[config.mk]
export PLATFORM = sky130hd
export DESIGN_NAME = frb_top
export DESIGN_NICKNAME = d
export VERILOG_FILES = /design/src/hw/frb_pkg.sv /design/src/hw/frb_top.sv
export SDC_FILE = /design/constraint.sdc
export NUM_CORES = 1
export LEC_CHECK = 0
export BUFFER_PORTS_ARGS = -buffer_cell sky130_fd_sc_hd__buf_2
export CORE_MARGIN = 1.5
export CORE_UTILIZATION = 57
export DETAILED_ROUTE_END_ITERATION = 10
export GPL_ROUTABILITY_DRIVEN = 0
export PLACE_DENSITY_LB_ADDON = 0.1
export SLEW_MARGIN = 20
export SYNTH_ARGS = -nofsm -noshare
export SYNTH_HDL_FRONTEND = slang
export SYNTH_SLANG_ARGS = --single-unit
[constraint.sdc]
create_clock -name pclk -period 5.5 [get_ports pclk]
set_input_delay 0.825 -clock pclk [delete_from_list [all_inputs] [get_ports pclk]]
set_output_delay 0.825 -clock pclk [all_outputs]
set_load 0.1 [all_outputs]
[src/hw/frb_pkg.sv]
// Notes on behaviour
// RULE1 - buffered images may be sent only while continuous shot is off; the code checks it only when a request is taken in idle.
// RULE2 - with buffered path selected, one-shot or multi-shot requests trigger sending.
// RULE3 - multi-shot sends the requested number of buffered images, at least one.
// RULE4 - one-shot resends the last transmitted image from the retransmit buffer.
// RULE5 - while capture control is 1, each acquired image is stored in the ring.
// RULE6 - a full ring overwrites its oldest image with the new one.
// RULE7 - every transmitted image is copied into the retransmit buffer.
// RULE8 - with no previous image a retransmit still sends, content undefined.
// RULE9 - writing capture control as 1 empties the image ring.
// RULE10 - a format change empties the ring and recomputes the capacity field.
// RULE11 - bit 0 switches capture off (0) or on (1).
// RULE12 - bit 1 picks live (0) or buffered (1) path; ignored while streaming.
// RULE13 - bits 8 to 19 read the ring capacity, never zero.
// RULE14 - bits 20 to 31 read the buffered_count held.
// RULE15 - writes to read-only fields and reserved bits 2 to 7 do nothing.
package frb_pkg;

    // ------------------------------------------------------------
    // register map
    // ------------------------------------------------------------
    localparam int ADDR_W = 16;
    localparam logic [ADDR_W-1:0] CTRL_OFF = 16'h0634;
    localparam int BUF_ON_BIT = 0;
    localparam int SEL_BIT = 1;
    localparam logic RST_BUF_ON = 1'h0;
    localparam logic RST_SEL = 1'h0;
    localparam logic [11:0] RST_CAP = 12'h001;
    localparam logic [11:0] CNT_ZERO = 12'h000;

    // ------------------------------------------------------------
    // carriers and states
    // ------------------------------------------------------------
    typedef struct packed {
        logic [11:0] held;     // images in ring
        logic [11:0] capacity; // images the ring may hold
        logic [5:0] rsvd;
        logic sel;             // transfer path
        logic buf_on;          // capture control
    } frb_ctrl_s;

    typedef enum logic [1:0] {
        ST_IDLE = 2'b00,
        ST_MULTI = 2'b01,
        ST_ONE = 2'b11
    } frb_state_e;

endpackage

[src/hw/frb_top.sv]
`timescale 1ns/1ps

// ------------------------------------------------------------
// small fifo in front of the transmit port
// ------------------------------------------------------------
module frb_fifo #(
    parameter int WIDTH = 32,
    parameter int DEPTH = 4
) (
    input wire logic pclk,
    input wire logic presetn,
    input wire logic in_valid,
    output logic in_ready,
    input wire logic [WIDTH-1:0] in_data,
    output logic out_valid,
    input wire logic out_ready,
    output logic [WIDTH-1:0] out_data
);
    // pointer width and the count at which the fifo is full
    localparam int PW = (DEPTH > 1) ? $clog2(DEPTH) : 1;
    localparam logic [PW:0] FULL_CNT = (PW+1)'(DEPTH);

    // storage is not reset; a slot is read only once the count marks it valid
    logic [WIDTH-1:0] mem [DEPTH];
    logic [PW-1:0] wptr_q;
    logic [PW-1:0] rptr_q;
    logic [PW:0] cnt_q;
    logic push;
    logic pop;

    // pointer step that also wraps for depths that are not a power of two
    function automatic logic [PW-1:0] ptr_inc(input logic [PW-1:0] p);
        ptr_inc = (p == PW'(DEPTH - 1)) ? '0 : p + PW'(1);
    endfunction

    // honest flags from the occupancy count
    assign in_ready = (cnt_q != FULL_CNT);
    assign out_valid = (cnt_q != '0);
    assign out_data = mem[rptr_q];
    assign push = in_valid && in_ready;
    assign pop = out_valid && out_ready;

    // storage
    always_ff @(posedge pclk) begin
        if (push) begin
            mem[wptr_q] <= in_data;
        end
    end

    // pointers and count
    // a push and a pop in one cycle leave the count unchanged
    always_ff @(posedge pclk or negedge presetn) begin
        if (!presetn) begin
            wptr_q <= '0;
            rptr_q <= '0;
            cnt_q <= '0;
        end else begin
            if (push) begin
                wptr_q <= ptr_inc(wptr_q);
            end
            if (pop) begin
                rptr_q <= ptr_inc(rptr_q);
            end
            if (push && !pop) begin
                cnt_q <= cnt_q + (PW+1)'(1);
            end else if (pop && !push) begin
                cnt_q <= cnt_q - (PW+1)'(1);
            end
        end
    end
endmodule

// ------------------------------------------------------------
// frame buffer with retransmit, apb control register
// ------------------------------------------------------------
module frb_top #(
    parameter int DATA_W = 32,
    parameter int RING_DEPTH = 8,
    parameter int TX_DEPTH = 4
) (
    input wire logic pclk,
    input wire logic presetn,
    input wire logic psel,
    input wire logic penable,
    input wire logic pwrite,
    input wire logic [frb_pkg::ADDR_W-1:0] paddr,
    input wire logic [31:0] pwdata,
    output logic [31:0] prdata,
    output logic pready,
    output logic pslverr,
    input wire logic stream_tx_en,
    input wire logic continuous_shot,
    input wire logic one_shot_req,
    input wire logic multi_shot_req,
    input wire logic [11:0] multi_count,
    input wire logic format_change,
    input wire logic [11:0] format_capacity,
    input wire logic cap_valid,
    output logic cap_ready,
    input wire logic [DATA_W-1:0] cap_data,
    output logic tx_valid,
    input wire logic tx_ready,
    output logic [DATA_W-1:0] tx_data
);
    // ring index width and the largest capacity the storage can hold
    localparam int RW = (RING_DEPTH > 1) ? $clog2(RING_DEPTH) : 1;
    localparam logic [11:0] RING_MAX = 12'(RING_DEPTH);

    // sequencer state and datapath registers
    frb_pkg::frb_state_e state_q;
    logic buf_on_q;
    logic sel_q;
    logic [11:0] capacity_q;
    logic [11:0] held_q;
    logic [11:0] remain_q;
    logic [RW-1:0] wr_q;
    logic [RW-1:0] rd_q;
    logic [DATA_W-1:0] ring [RING_DEPTH];
    logic [DATA_W-1:0] last_q;
    logic [31:0] prdata_q;
    logic pready_q;
    logic pslverr_q;
    logic tx_valid_q;
    logic [DATA_W-1:0] tx_data_q;
    frb_pkg::frb_ctrl_s rd_view;
    logic hit;
    logic wr_fire;
    logic ring_init;
    logic live;
    logic ring_wr;
    logic ring_pop;
    // combinational handshake into the transmit fifo
    logic push_valid;
    logic [DATA_W-1:0] push_data;
    logic push_ready;
    logic push_fire;
    logic permit;
    logic fifo_valid;
    logic fifo_pop;
    logic [DATA_W-1:0] fifo_data;

    // ring pointer step, wrapping at the current capacity rather than the depth
    function automatic logic [RW-1:0] ring_inc(input logic [RW-1:0] p, input logic [11:0] cap);
        ring_inc = (12'(p) + 12'h001 >= cap) ? '0 : p + RW'(1);
    endfunction

    // ------------------------------------------------------------
    // apb slave
    // ------------------------------------------------------------
    // decode of the single register address
    assign hit = (paddr == frb_pkg::CTRL_OFF);
    assign wr_fire = psel && penable && pready_q && pwrite && hit;
    // read view of the control register; reserved bits always read zero
    assign rd_view = '{held: held_q, capacity: capacity_q, rsvd: 6'h00,
                       sel: sel_q, buf_on: buf_on_q}; // RULE13 RULE14

    // one wait state, answer registered in the access phase
    // the answer is latched on the first access edge and stands one cycle
    // an unmapped address answers with an error and zero data
    always_ff @(posedge pclk or negedge presetn) begin
        if (!presetn) begin
            pready_q <= 1'b0;
            pslverr_q <= 1'b0;
            prdata_q <= 32'h00000000;
        end else begin
            pready_q <= psel && penable && !pready_q;
            if (psel && penable && !pready_q) begin
                pslverr_q <= !hit;
                prdata_q <= (hit && !pwrite) ? rd_view : 32'h00000000;
            end else begin
                pslverr_q <= 1'b0;
            end
        end
    end

    // control bits; only bits 0 and 1 are writable
    // writes land only on the completing edge of the access phase
    // the path bit is frozen while streaming so a live send is never cut
    always_ff @(posedge pclk or negedge presetn) begin
        if (!presetn) begin
            buf_on_q <= frb_pkg::RST_BUF_ON;
            sel_q <= frb_pkg::RST_SEL;
        end else if (wr_fire) begin // RULE15
            buf_on_q <= pwdata[frb_pkg::BUF_ON_BIT]; // RULE11
            if (!stream_tx_en) begin // RULE12
                sel_q <= pwdata[frb_pkg::SEL_BIT];
            end
        end
    end

    // capacity follows the format, clamped to the ring and kept above zero
    // a zero capacity would leave the ring unusable, so it reads as one
    // values above the ring depth are clamped to the storage present
    always_ff @(posedge pclk or negedge presetn) begin
        if (!presetn) begin
            capacity_q <= frb_pkg::RST_CAP;
        end else if (format_change) begin // RULE10
            if (format_capacity == 12'h000) begin // RULE13
                capacity_q <= 12'h001;
            end else if (format_capacity > RING_MAX) begin
                capacity_q <= RING_MAX;
            end else begin
                capacity_q <= format_capacity;
            end
        end
    end

    // ------------------------------------------------------------
    // image ring
    // ------------------------------------------------------------
    // ring control: init beats a capture in the same cycle; that capture is
    // still sent on the live path, only its ring copy is dropped
    // captures are always accepted unless the live path is backed up
    assign ring_init = (wr_fire && pwdata[frb_pkg::BUF_ON_BIT]) || format_change; // RULE9 RULE10
    assign live = stream_tx_en && !sel_q && (state_q == frb_pkg::ST_IDLE);
    assign cap_ready = live ? push_ready : 1'b1;
    assign ring_wr = buf_on_q && cap_valid && cap_ready && !ring_init; // RULE5

    // ring storage
    // not reset; the held count says which slots are valid
    always_ff @(posedge pclk) begin
        if (ring_wr) begin
            ring[wr_q] <= cap_data;
        end
    end

    // ring pointers and occupancy
    // a full ring moves the read pointer along with the write pointer, so
    // the oldest image is lost and the held count stays at capacity
    always_ff @(posedge pclk or negedge presetn) begin
        if (!presetn) begin
            wr_q <= '0;
            rd_q <= '0;
            held_q <= frb_pkg::CNT_ZERO;
        end else if (ring_init) begin
            wr_q <= '0;
            rd_q <= '0;
            held_q <= frb_pkg::CNT_ZERO;
        end else if (ring_wr) begin
            wr_q <= ring_inc(wr_q, capacity_q);
            if (held_q >= capacity_q) begin // RULE6
                rd_q <= ring_inc(rd_q, capacity_q);
            end else begin
                held_q <= held_q + 12'h001;
            end
        end else if (ring_pop) begin
            rd_q <= ring_inc(rd_q, capacity_q);
            held_q <= held_q - 12'h001;
        end
    end

    // ------------------------------------------------------------
    // transmit engine
    // ------------------------------------------------------------
    // buffered sends need continuous shot off and the buffered path chosen
    // pops wait for a free cycle: a capture in flight has priority
    assign permit = !continuous_shot && sel_q; // RULE1 RULE2
    assign ring_pop = (state_q == frb_pkg::ST_MULTI) && !cap_valid && !ring_init &&
                      (held_q != 12'h000) && push_ready;

    // source select for the transmit fifo
    // one-shot repeats the retransmit copy, multi-shot drains the ring
    always_comb begin
        push_valid = 1'b0;
        push_data = cap_data;
        case (state_q)
            frb_pkg::ST_IDLE: begin
                push_valid = live && cap_valid;
            end
            frb_pkg::ST_ONE: begin
                push_valid = 1'b1;
                push_data = last_q; // RULE4 RULE8
            end
            frb_pkg::ST_MULTI: begin
                push_valid = ring_pop;
                push_data = ring[rd_q]; // RULE3
            end
            default: begin
                push_valid = 1'b0;
            end
        endcase
    end

    // every accepted push refreshes the retransmit copy
    assign push_fire = push_valid && push_ready;

    // sequencing of one-shot and multi-shot sends
    // requests are only taken in idle; a zero count is sent as one image
    // a multi-shot send ends early when the ring empties or is reinitialised
    always_ff @(posedge pclk or negedge presetn) begin
        if (!presetn) begin
            state_q <= frb_pkg::ST_IDLE;
            remain_q <= 12'h000;
        end else begin
            case (state_q)
                frb_pkg::ST_IDLE: begin
                    if (permit && one_shot_req) begin // RULE2
                        state_q <= frb_pkg::ST_ONE;
                    end else if (permit && multi_shot_req) begin // RULE2
                        state_q <= frb_pkg::ST_MULTI;
                        remain_q <= (multi_count == 12'h000) ? 12'h001 : multi_count; // RULE3
                    end
                end
                frb_pkg::ST_ONE: begin
                    if (push_ready) begin
                        state_q <= frb_pkg::ST_IDLE;
                    end
                end
                frb_pkg::ST_MULTI: begin
                    if (ring_init || held_q == 12'h000) begin
                        state_q <= frb_pkg::ST_IDLE;
                    end else if (ring_pop) begin
                        remain_q <= remain_q - 12'h001;
                        if (remain_q == 12'h001) begin // RULE3
                            state_q <= frb_pkg::ST_IDLE;
                        end
                    end
                end
                default: begin
                    state_q <= frb_pkg::ST_IDLE;
                end
            endcase
        end
    end

    // retransmit copy of everything sent
    // before any send the copy holds its reset value, all zeros
    always_ff @(posedge pclk or negedge presetn) begin
        if (!presetn) begin
            last_q <= '0;
        end else if (push_fire) begin
            last_q <= push_data; // RULE7
        end
    end

    // transmit fifo between the sources and the output stage
    frb_fifo #(
        .WIDTH(DATA_W),
        .DEPTH(TX_DEPTH)
    ) u_fifo (
        .pclk(pclk),
        .presetn(presetn),
        .in_valid(push_valid),
        .in_ready(push_ready),
        .in_data(push_data),
        .out_valid(fifo_valid),
        .out_ready(fifo_pop),
        .out_data(fifo_data)
    );

    // registered output stage of the transmit port
    assign fifo_pop = fifo_valid && (!tx_valid_q || tx_ready);

    // the output register holds its word until the host takes it
    always_ff @(posedge pclk or negedge presetn) begin
        if (!presetn) begin
            tx_valid_q <= 1'b0;
            tx_data_q <= '0;
        end else if (!tx_valid_q || tx_ready) begin
            tx_valid_q <= fifo_valid;
            if (fifo_valid) begin
                tx_data_q <= fifo_data;
            end
        end
    end

    // bus and transmit stream outputs come straight from registers
    assign prdata = prdata_q;
    assign pready = pready_q;
    assign pslverr = pslverr_q;
    assign tx_valid = tx_valid_q;
    assign tx_data = tx_data_q;
endmodule

Word level (Yosys, flattened, before mapping). Memory sizes are Yosys's and may differ from the RTL's. A register that Yosys moved wholly into a read port is not among the register bits. Cells that the tools add are included.

Bitwise operators: 1. Order comparisons: 4. Reduce and logical (&&, ||, !) cells: 55. Add/subtract/negate cells: 11. Muxes and demuxes: 40. Equal/unequal tests: 17.

Operator list (number): two-way mux 12 bit (11); case mux 32 bit (2 select lines) (1); zero test 12 bit (3); two-way mux 32 bit (1); two-way mux 3 bit (10); logical AND 1 bit (25); >= comparator 4 x 12 -> 1 bit (2); case mux 12 bit (2 select lines) (1); subtractor 12 x 1 -> 12 bit (second input constant) (2); equality test 16 x 11 -> 1 bit (second input constant) (1); two-way mux 2 bit (8); adder 12 x 1 -> 12 bit (second input constant) (1); equality test 12 x 1 -> 1 bit (second input constant) (1); >= comparator 12 bit (1); greater-than comparator 12 x 4 -> 1 bit (second input constant) (1); nonzero test 12 bit (1); zero test 1 bit (11); adder 3 x 1 -> 3 bit (second input constant) (3); adder 3 x 1 -> 4 bit (second input constant) (2); != test 2 bit (second input constant) (4); AND reduction 2 bit (4); equality test 2 bit (second input constant) (3); two-way mux 1 bit (6); != test 3 x 1 -> 1 bit (second input constant) (2); 15 further kinds (23).

Flip-flop bits (word level): 120. Output and inout port bits: 68. Logic and storage cells: 146. Memories kept: 2. Bits in writable memories: 384. Bits of input ports: 116.

Memory list: ring (words 8, width 32, read ports 1, clocked after Yosys merged registers in 0, write ports 1, line frb_top.sv:118) `logic [DATA_W-1:0] ring [RING_DEPTH];`; u_fifo.mem (words 4, width 32, read ports 1, clocked after Yosys merged registers in 1, write ports 1, line frb_top.sv:24) `logic [WIDTH-1:0] mem [DEPTH];`.

Depth between registers and ports, before layout. Gate-level depths: netlist of the first run.

Depth in word-level cells: 16. Depth in mapped cells: 15. Mapped depth without buffers: 12.

By module. A second synthesis of the first run with hierarchy kept.

Cell total of the unflattened synthesis: 1283. Area, all modules: 22185.0 µm².

By module, submodules not included: frb_top (cells each 1079, area each 17131.4 µm², instances 1, seq. area each 11167.0 µm²); frb_fifo (cells each 204, area each 5053.6 µm², instances 1, seq. area each 4018.9 µm²).

Worst setup path after synthesis of the first run. Ideal clock, no wire load.

Path type: input -> register. Start point: input stream_tx_en. End point: memory ring[0][0], enable pin. Setup time: 503 ps. Data arrival time: 4953 ps. Stages on the path: 5. Path buffers: 1. Required time: 4997 ps. Path slack: 44 ps. Cell sequence: nor4b_1 > a21oi_1 > clkbuf_1 > nand2_1 > nor4_1.

Cells in the longest elaborated chain, start to end: 7.

RTL lines: start, declared (line frb_top.sv:91) `input wire logic stream_tx_en,`; logical AND 1 bit (2 in a row) (line frb_top.sv:215) `assign live = stream_tx_en && !sel_q && (state_q == frb_pkg::ST_IDLE);`; two-way mux 1 bit (line frb_top.sv:216) `assign cap_ready = live ? push_ready : 1'b1;`; logical AND 1 bit (2 in a row) (line frb_top.sv:217) `assign ring_wr = buf_on_q && cap_valid && cap_ready && !ring_init;`; two-way mux 1 bit (line frb_top.sv:222) `if (ring_wr) begin`; two-way mux 1 bit (not written as such) (line frb_top.sv:223) `ring[wr_q] <= cap_data;`; end, declared (line frb_top.sv:118).

No other way between the ends.

Worst setup path after layout of the first run.
Start point: register state_q[0]. End point: memory u_fifo.mem[2][4], enable pin.

Cells in the longest elaborated chain, start to end: 9. Elaborated cells between the ends (all ways): 13. Classes of those cells: eq/ne (2); mux (3); reduce/logical (8).

RTL lines: start, declared (line frb_top.sv:110) `frb_pkg::frb_state_e state_q;`; start signal, assigned (line frb_top.sv:292) `state_q <= frb_pkg::ST_IDLE;`; start signal, assigned (line frb_top.sv:298) `state_q <= frb_pkg::ST_ONE;`; start signal, assigned (line frb_top.sv:300) `state_q <= frb_pkg::ST_MULTI;`; equality test 2 x 1 -> 1 bit (line frb_top.sv:258, frb_top.sv:266); logical AND 1 bit (3 in a row) (line frb_top.sv:258) `assign ring_pop = (state_q == frb_pkg::ST_MULTI) && !cap_valid && !ring_init &&`; logical AND 1 bit (line frb_top.sv:259) `(held_q != 12'h000) && push_ready;`; case mux 1 bit (3 select lines) * (line frb_top.sv:266) `case (state_q)`; logical AND 1 bit * (line frb_top.sv:40) `assign push = in_valid && in_ready;`; two-way mux 1 bit * (line frb_top.sv:45) `if (push) begin`; two-way mux 1 bit (not written as such) * (line frb_top.sv:46) `mem[wptr_q] <= in_data;`; end, declared (line frb_top.sv:24).

Every way passes the cells marked *; elsewhere a longest branch is shown, timed or not.

==> results.ini, run 1 <==
[sta]
fin_worst_skew_ps = 32.4
rsz0062_at_grt = false
final-max-slew-violation-count = 0
min_period_ps = 4100
hold_violations = 0
setup-violations-final = 0
whs_ps = 166
timing.final.crit_share_pct = 74.5
fmax_mhz = 244
setup_ws_ps = 1400
setup_tns_ps = 0
tightest_slew_ps = 917
timing.slew.headroom_pct = 38.9

[critical_path]
crit_chain = buf_4 > nand2b_1 > a31oi_1 > and2_1 > nand2_1 > a21oi_4 > buf_4 > and2_1 > buf_4
cp.required_ps = 5730
cp_slowest_cell = a31oi_1
crit_type = reg2reg
critical_path.endpoint_type = flip-flop
startpoint_type = flip-flop
crit_family = buffers and inverters
slowest_delay_ps = 600
crit_path_frequent_cell = buf_4
cp_max_fo = 38
critPathArrivalTime_ps = 4330
path_buf_inv = 3

[clock_tree]
cts_tree = yes
postCtsSetupRepairBufs = 0
clkLatencyLatePin_ps = 620
clockBufferDepth = 3
cts_sinks = 530
clock-root-buffer = clkbuf_16
cts-resized-gates = 0
cts_hold_buf = 0
path_clk_slew_ps = 60
cts_buffers = 53
htree_levels = 2

[synth]
avgSynthCellArea_sq_um = 16.9
yosysTopAreaCell = edfxtp_1
ys_top_cells_by_count = 384 x edfxtp_1, 145 x dfrtp_1, 98 x mux2_2
synth_warnings = 0
synthXorXnorAreaFrac_pct = 0.355
synth_mux_area_share_pct = 16.7
ys.flop_type = edfxtp_1
yosys-top-cells-area = edfxtp_1 52%, dfrtp_1 16%, mux4_2 9.7%
synth_fa_ha_area_share_pct = 2.43
syn_area_sq_um = 22200
synth_cell_types = 64
synth_compound_area_share_pct = 5.39
synth_top_family_by_area = multiplexers
synth_edf_count = 384
ys_async_sr_fraction_pct = 27.5
synth.top_cell.area_share_pct = 51.9
synth_cells = 1317
yosysMostFrequentCell = edfxtp_1
synthSimpleGateAreaFrac_pct = 4.80
ys_ff_latch = 530
ys_seq_area_share_pct = 68.3

[job]
maxCapViolCount = 0

[grt]
grt_max_degree = 69
gr-total-overflow = 0
track_usage_pct = 22.9
grt_pass1_vias = 12130
antenna_found_initial = 5
grt_pass1_wl_um = 70200

[die]
core_sq_um = 38600
ios = 184
start_util_pct = 57.6
die_w_um = 200
die_height_um = 200
die_area_sq_um = 40200
rows = 72

[final_layout]
area_growth_pct = 14.6
regArea_sq_um = 15200
fin_nets = 1640
multi_input_area_sq_um = 6690
num-fill-cells = 2760
drive_gt1_share_pct = 31.9
instances_no_fill = 2047

[power]
p_leak_nw = 9.19
power_density_nw_per_um2 = 420
finalPower_mw = 10.7
ir_drop_uv = 334

[routing]
firstDrtPassIters = 5
wl_per_cell_um = 21.9
drt_iter0_drc = 835
ant_nets = 0
vias = 12087
drc = 0
avgViaCountPerCell = 5.90
routed_wl_um = 44900

[run_status]
status = finished clean

[place]
hpwl_um = 27100
numPortBuffers = 147
dpl.cell_count = 1944
preCtsSetupSlack_ps = 1050

[hold_path]
hold_class = in2async

[routing by layer]
metal  track usage, %  vias up  routed length [um]
met1             33.8     6243               20700
met3             4.01       51                2050
met4             5.48        4                 619
met5                0        -                  21
li1                 -     5520                   -
met2             36.0      269               21500
[worst paths after layout]
path | end | depth (start not counted) | start | slack (ps)
hold reg to reg | u_fifo.cnt_q[2] | 1 | u_fifo.cnt_q[2] | 490
min in group pclk | tx_valid | 2 | tx_ready | 420
max in group asynchronous | rd_q[0] | 2 | presetn | 4080
hold / removal | remain_q[9] | 1 | presetn | 170
setup / recovery | u_fifo.mem[2][4] | 9 | state_q[0] | 1400
setup reg to reg | u_fifo.mem[2][4] | 9 | state_q[0] | 1400
[cell families (layout without fill, tap and decap cells)]
family,Yosys count,in the layout
flops,530,530
mux,236,236
simple gates,214,214
compound gates,185,185
buf+inv,100,304
fa+ha+maj,42,42
xor+xnor,9,9
other cells,1,9
[final cells by class]
type	count	area share, %
inverters	28	0.413
diodes	3	0.0295
multi-input cells	692	26.3
flip-flops and latches	530	59.7
well taps	518	2.54
clock buffers	76	6.06
clock inverters	23	1.23
repair buffers	177	3.81
[power by group]
group          internal, mW  leakage [nW]  total, mW  switching, mW
Clock                  2.24         0.916       3.76           1.52
Combinational         0.644          2.97       2.09           1.45
Sequential             4.65          5.31       4.85          0.198
[worst reg2reg max path: cells and delay by family (launching register included)]
kind | cells | cell delay [ps]
buffers and inverters | 3 | 1470
flip-flops | 1 | 360
AO/OA/AOI/OAI | 2 | 740
AND/OR/NAND/NOR | 4 | 1140
[registers in the layout, summed over array words and instances, names as in the netlist, 12 cells and up]
name,cells
capacity_q,12
held_q,12
last_q,32
prdata,26
remain_q,12
ring,256
tx_data,32
u_fifo.mem,128
[stage by stage]
step                util (%)  cell area [sq um]
floorplan                  -              22200
global placement        61.2              23600
detailed placement      61.2              23600
CTS                     66.0              25500
global route            66.1              25500
finish                  66.1              25500
[placed cells by master (no fill, tap or decap), types with 4 or more instances in the layout]
master	count
edfxtp_1	384
buf_2	146
dfrtp_1	139
mux2_2	98
mux4_2	96
nand2_1	69
o21ai_0	64
clkbuf_16	53
nor2_1	43
ha_1	40
mux2i_1	37
a21oi_1	34
buf_4	29
inv_1	28
a22o_1	26
nand3_1	21
clkbuf_8	13
nor4_1	11
nor3_1	11
clkinv_2	10
clkbuf_1	10
nand2b_1	8
and2_1	8
a31oi_1	7
nor2b_1	7
xor2_1	6
a22oi_1	6
o2111ai_1	6
conb_1	6
bufinv_16	6
a21o_1	5
o211ai_1	5
mux2_4	5
dfrtp_2	5
and3_1	4
nor3_2	4
o31ai_1	4
No activity file was read; power rests on OpenSTA's default activity.
==> inputs of run 2 (changes only) <==
--- a/config.mk
+++ b/config.mk
@@ -7,7 +7,7 @@
 export LEC_CHECK = 0
 export BUFFER_PORTS_ARGS = -buffer_cell sky130_fd_sc_hd__buf_2
 export CORE_MARGIN = 1.5
-export CORE_UTILIZATION = 57
+export CORE_UTILIZATION = 54
 export DETAILED_ROUTE_END_ITERATION = 10
 export GPL_ROUTABILITY_DRIVEN = 0
 export PLACE_DENSITY_LB_ADDON = 0.1
==> constraint.sdc (replaced) <==
create_clock -name pclk -period 3.5 [get_ports pclk]
set_input_delay 0.525 -clock pclk [delete_from_list [all_inputs] [get_ports pclk]]
set_output_delay 0.525 -clock pclk [all_outputs]
set_load 0.1 [all_outputs]
==> run 2 against run 1 <==
Compared with the run above:
- total power increased by 54%
- clock power increased by 46%
- via count increased by 1.9%
- setup slack got worse by 950 ps
- flip-flop and latch count unchanged
- sequential power increased by 57%
- worst hold slack got worse by 34 ps
- critical path type unchanged
- critical endpoint is now held_q[11]
- largest power group unchanged
- highest routed layer unchanged
==> results.ini, run 2 (synthesis results as in run 1) <==
[routing]
vias = 12322
avgViaCountPerCell = 5.92
drt_iter0_drc = 876
wl_per_cell_um = 22.5
routed_wl_um = 46800
ant_nets = 0
firstDrtPassIters = 5
drc = 0

[critical_path]
cp.required_ps = 3970
cp_slowest_cell = nor4b_1
slowest_delay_ps = 530
startpoint_type = flip-flop
critical_path.endpoint_type = flip-flop
crit_type = reg2reg
cp_max_fo = 7
critPathArrivalTime_ps = 3520
path_buf_inv = 2
crit_chain = nor4b_1 > a21oi_1 > nand2_4 > buf_4 > ha_1 > inv_1 > o21ai_0 > o21a_1 > a221oi_1 > a22oi_1 > mux2i_1
crit_family = compound AO/OA/AOI/OAI gates

[die]
ios = 184
rows = 74
die_area_sq_um = 42400
die_height_um = 206
core_sq_um = 40700
start_util_pct = 54.5
die_w_um = 206

[hold_path]
hold_class = in2reg

[final_layout]
reg_top3 = ring: 256 flops, u_fifo.mem: 128 flops
final_area_sq_um = 25700
largest_reg_flops = 256
diodes = 0
drive_gt1_share_pct = 32.2
num-fill-cells = 2973
layout_commonest_cell = edfxtp_1
final_cell_mix = 384 x edfxtp_1, 146 x buf_2, 139 x dfrtp_1, 98 x mux2_2, 96 x mux4_2
regArea_sq_um = 15200
multi_input_area_sq_um = 6730
area_growth_pct = 15.5
regMostFlops = ring
fin_nets = 1662
utilization_pct = 63.0

[sta]
hold_violations = 0
final-max-slew-violation-count = 0
fmax_mhz = 328
setup_ws_ps = 454
min_period_ps = 3050
timing.final.crit_share_pct = 87.0
timing.slew.headroom_pct = 29.4
tightest_slew_ps = 1060
fin_worst_skew_ps = 18.7
whs_ps = 132
rsz0062_at_grt = false
setup-violations-final = 0

[clock_tree]
path_clk_slew_ps = 60
htree_levels = 2
clockBufferDepth = 3
cts_sinks = 530
clock-root-buffer = clkbuf_16
cts_tree = yes
clkLatencyLatePin_ps = 600
cts-resized-gates = 0
cts_buffers = 53

[grt]
gr-total-overflow = 0
grt_pass1_vias = 12215
grt_max_degree = 67
track_usage_pct = 22.7
antenna_found_initial = 5
grt_pass1_wl_um = 71500

[job]
maxCapViolCount = 0

[power]
finalPower_mw = 16.5
p_leak_nw = 9.25
ir_drop_uv = 530
power_density_nw_per_um2 = 642

[place]
placed_area_sq_um = 24000
hpwl_um = 28700
numPortBuffers = 147
preCtsSetupSlack_ps = 2.01

[run_status]
status = finished clean

-- run 2: power by group --
group          switching (mW)  internal [mW]
Combinational            2.29           1.05
Clock                    2.33           3.17
Sequential              0.333           7.30
Total                    4.95           11.5
-- run 2: per-stage QoR --
| stage | cells | TNS (ps) |
|---|---|---|
| finish | 2081 | 0 |
| global route | 2081 | 0 |
| CTS | 2081 | 0 |
| detailed placement | 1980 | 0 |
| global placement | 1980 | 0 |
| floorplan | 1322 | -20250 |
-- run 2: worst reg2reg max path, delay by kind of cell, from the launching register on --
| kind | cells | cell delay [ps] |
|---|---|---|
| multiplexers | 1 | 150 |
| buffers and inverters | 2 | 320 |
| flip-flops | 1 | 440 |
| adder cells (fa/ha/maj) | 1 | 270 |
| AO/OA/AOI/OAI | 5 | 1030 |
| AND/OR/NAND/NOR | 2 | 710 |
-- run 2: path summary, 6_finish.rpt --
path / slack, ps / from / endpoint / cells after the start
min in group asynchronous: 480 / presetn / remain_q[8] / 2
hold / removal: 130 / tx_ready / tx_valid / 2
setup / recovery: 450 / state_q[1] / held_q[11] / 11
max in group asynchronous: 2140 / presetn / capacity_q[0] / 3
hold reg to reg: 500 / tx_data[7] / tx_data[7] / 1
setup reg to reg: 450 / state_q[1] / held_q[11] / 11
-- run 2: per-layer routing --
layer  global-route usage [%]  share of wire [%]  up-vias  wire length (um)
met5                        0               0.11        -                51
met4                     5.51                1.6        8               744
met3                     4.12                5.5       63              2580
met2                     35.6                 47      316             22100
met1                     33.4                 46     6381             21400
li1                         -                  -     5554                 -
-- run 2: area by class of cell --
cell class                      count  area share [%]
Tap cell                          532            2.59
Multi-Input combinational cell    692            26.2
Clock inverter                     32            1.09
Timing Repair Buffer              199            4.96
Clock buffer                       68            5.54
Inverter                           28           0.409
Sequential cell                   530            59.2
-- run 2: repair_timing --
action                    in CTS  in global routing
hold buffers                   1                  0
setup buffers                  0                  0
hold endpoints to repair      61                  0
==> inputs of run 3 (changes only) <==
--- a/config.mk
+++ b/config.mk
@@ -6,6 +6,7 @@
 export NUM_CORES = 1
 export LEC_CHECK = 0
 export BUFFER_PORTS_ARGS = -buffer_cell sky130_fd_sc_hd__buf_2
+export CORE_ASPECT_RATIO = 1.1
 export CORE_MARGIN = 1.5
 export CORE_UTILIZATION = 54
 export DETAILED_ROUTE_END_ITERATION = 10
==> run 3 against run 2 <==
Compared with the run above:
- the run now ends with hold timing left
- setup slack improved by 12 ps
- register-to-register slack improved by 70 ps
- fmax rose by 0.39%
- total power barely moved
- clock skew fell by 0.52 ps
- core utilization rose by 0.44 points
- worst hold slack got worse by 180 ps
- clock power fell by 1%
- via count fell by 1.2%
- combinational power rose by 3%
- sequential power fell by 0.7%
==> results.ini, run 3 (synthesis results as in run 1) <==
[grt]
grtUsageMet2_pct = 36.8
track_usage_pct = 22.6
gr-total-overflow = 0
grtUsageMet3_pct = 4.08
grt_use_met1_pct = 31.5
grt_pass1_wl_um = 72200
antenna_found_initial = 6
grt_busiest_layer = met2
grt_max_degree = 79
grt_pass1_vias = 12452

[die]
rows = 77
die_area_sq_um = 42400
ios = 184
start_util_pct = 55.0
core_sq_um = 40400
die_w_um = 196
die_height_um = 216

[final_layout]
final_cell_mix = 384 x edfxtp_1, 146 x buf_2, 139 x dfrtp_1, 98 x mux2_2, 96 x mux4_2
drive_gt1_share_pct = 32.8
multi_input_area_sq_um = 6730
regMostFlops = ring
largest_reg_flops = 256
reg_top3 = ring: 256 flops, u_fifo.mem: 128 flops
num-fill-cells = 2914
area_growth_pct = 15.3
fin_nets = 1663
regArea_sq_um = 15200
layout_commonest_cell = edfxtp_1
instances_no_fill = 2066

[clock_tree]
postCtsSetupRepairBufs = 0
clockBufferDepth = 3
clock-root-buffer = clkbuf_16
cts-resized-gates = 0
htree_levels = 2
cts_tree = yes
cts_hold_buf = 0
clkLatencyLatePin_ps = 600
cts_buffers = 53
cts_sinks = 530
path_clk_slew_ps = 60

[critical_path]
startpoint_type = input pin
cp.required_ps = 4020
crit_chain = buf_2 > or4b_4 > nor4_4 > buf_4 > a31oi_1 > nand2_4 > ha_1 > nand3_1 > o2111ai_1 > nand4_1 > o311a_1 > a22oi_1 > mux2i_1
slowest_delay_ps = 540
timing.reg2reg.setup_slack_ps = 520
crit_type = in2reg
critical_path.endpoint_type = flip-flop
cp_slowest_cell = or4b_4
cp_max_fo = 7
critPathArrivalTime_ps = 3560

[routing]
firstDrtPassIters = 5
routed_wl_um = 46400
drt_iter0_drc = 734
ant_nets = 0
drc = 0
avgViaCountPerCell = 5.89
wl_per_cell_um = 22.4
vias = 12177

[sta]
fmax_mhz = 330
hold_violations = 28
setup-violations-final = 0
setup_ws_ps = 466
tightest_slew_ps = 948
whs_ps = -47.7
fin_worst_skew_ps = 18.2
min_period_ps = 3030
rsz0062_at_grt = false
timing.slew.headroom_pct = 36.6
final-max-slew-violation-count = 0
timing.final.crit_share_pct = 86.7

[hold_path]
hold_class = in2async

[job]
maxCapViolCount = 0

[run_status]
failed_checks = hold timing
status = finished with violations

[place]
hpwl_um = 28900
dpl.cell_count = 1963
numPortBuffers = 147
preCtsSetupSlack_ps = -101

[power]
power_density_nw_per_um2 = 643
ir_drop_uv = 471
finalPower_mw = 16.5
p_leak_nw = 9.24

[run 3: layout make-up]
cell class                 count  share of cell area (%)
sequential                   530                    59.3
multi-input combinational    692                    26.3
clock buffer                  79                    6.07
timing repair buffer         200                    4.84
tap                          513                    2.51
clock inverter                21                   0.552
inverter                      28                   0.410
antenna                        3                  0.0293
[run 3: through the flow]
stage / instance area, sq um / util [%] / setup TNS [ps] / hold WS [ps]
finish: 25600 / 63.5 / 0 / -47.7
global route: 25600 / 63.4 / 0 / 1.49
CTS: 25600 / 63.4 / 0 / 1.61
detailed placement: 23900 / 59.2 / -101 / 479
global placement: 23900 / 59.2 / -0.199 / 476
floorplan: 22300 / - / -20250 / 229
[run 3: worst paths after layout]
kind	startpoint	endpoint	cells after the start
worst min register to register	capacity_q[2]	prdata[10]	1
min in group pclk	tx_ready	tx_valid	2
worst max register to register	pready	ring[6][8]	8
max in group asynchronous	presetn	remain_q[1]	2
worst min-delay path	presetn	prdata[14]	1
worst max-delay path	paddr[13]	held_q[11]	13
[run 3: per-layer routing]
layer  part of all wire (%)  vias to the layer above
met5                  0.073                        -
met4                    2.3                        6
met3                    4.8                       76
met2                     49                      309
met1                     44                     6233
li1                       -                     5553
[run 3: power by group]
part | switching, mW | total [mW] | internal, mW
combinational | 2.38 | 3.44 | 1.06
clock | 2.35 | 5.44 | 3.09
sequential | 0.277 | 7.58 | 7.30
[run 3: critical path, delay by kind of cell]
family,cells,cell delay [ps]
mux,1,210
simple gates,5,1200
fa+ha+maj,1,210
buf+inv,2,280
compound gates,4,1110
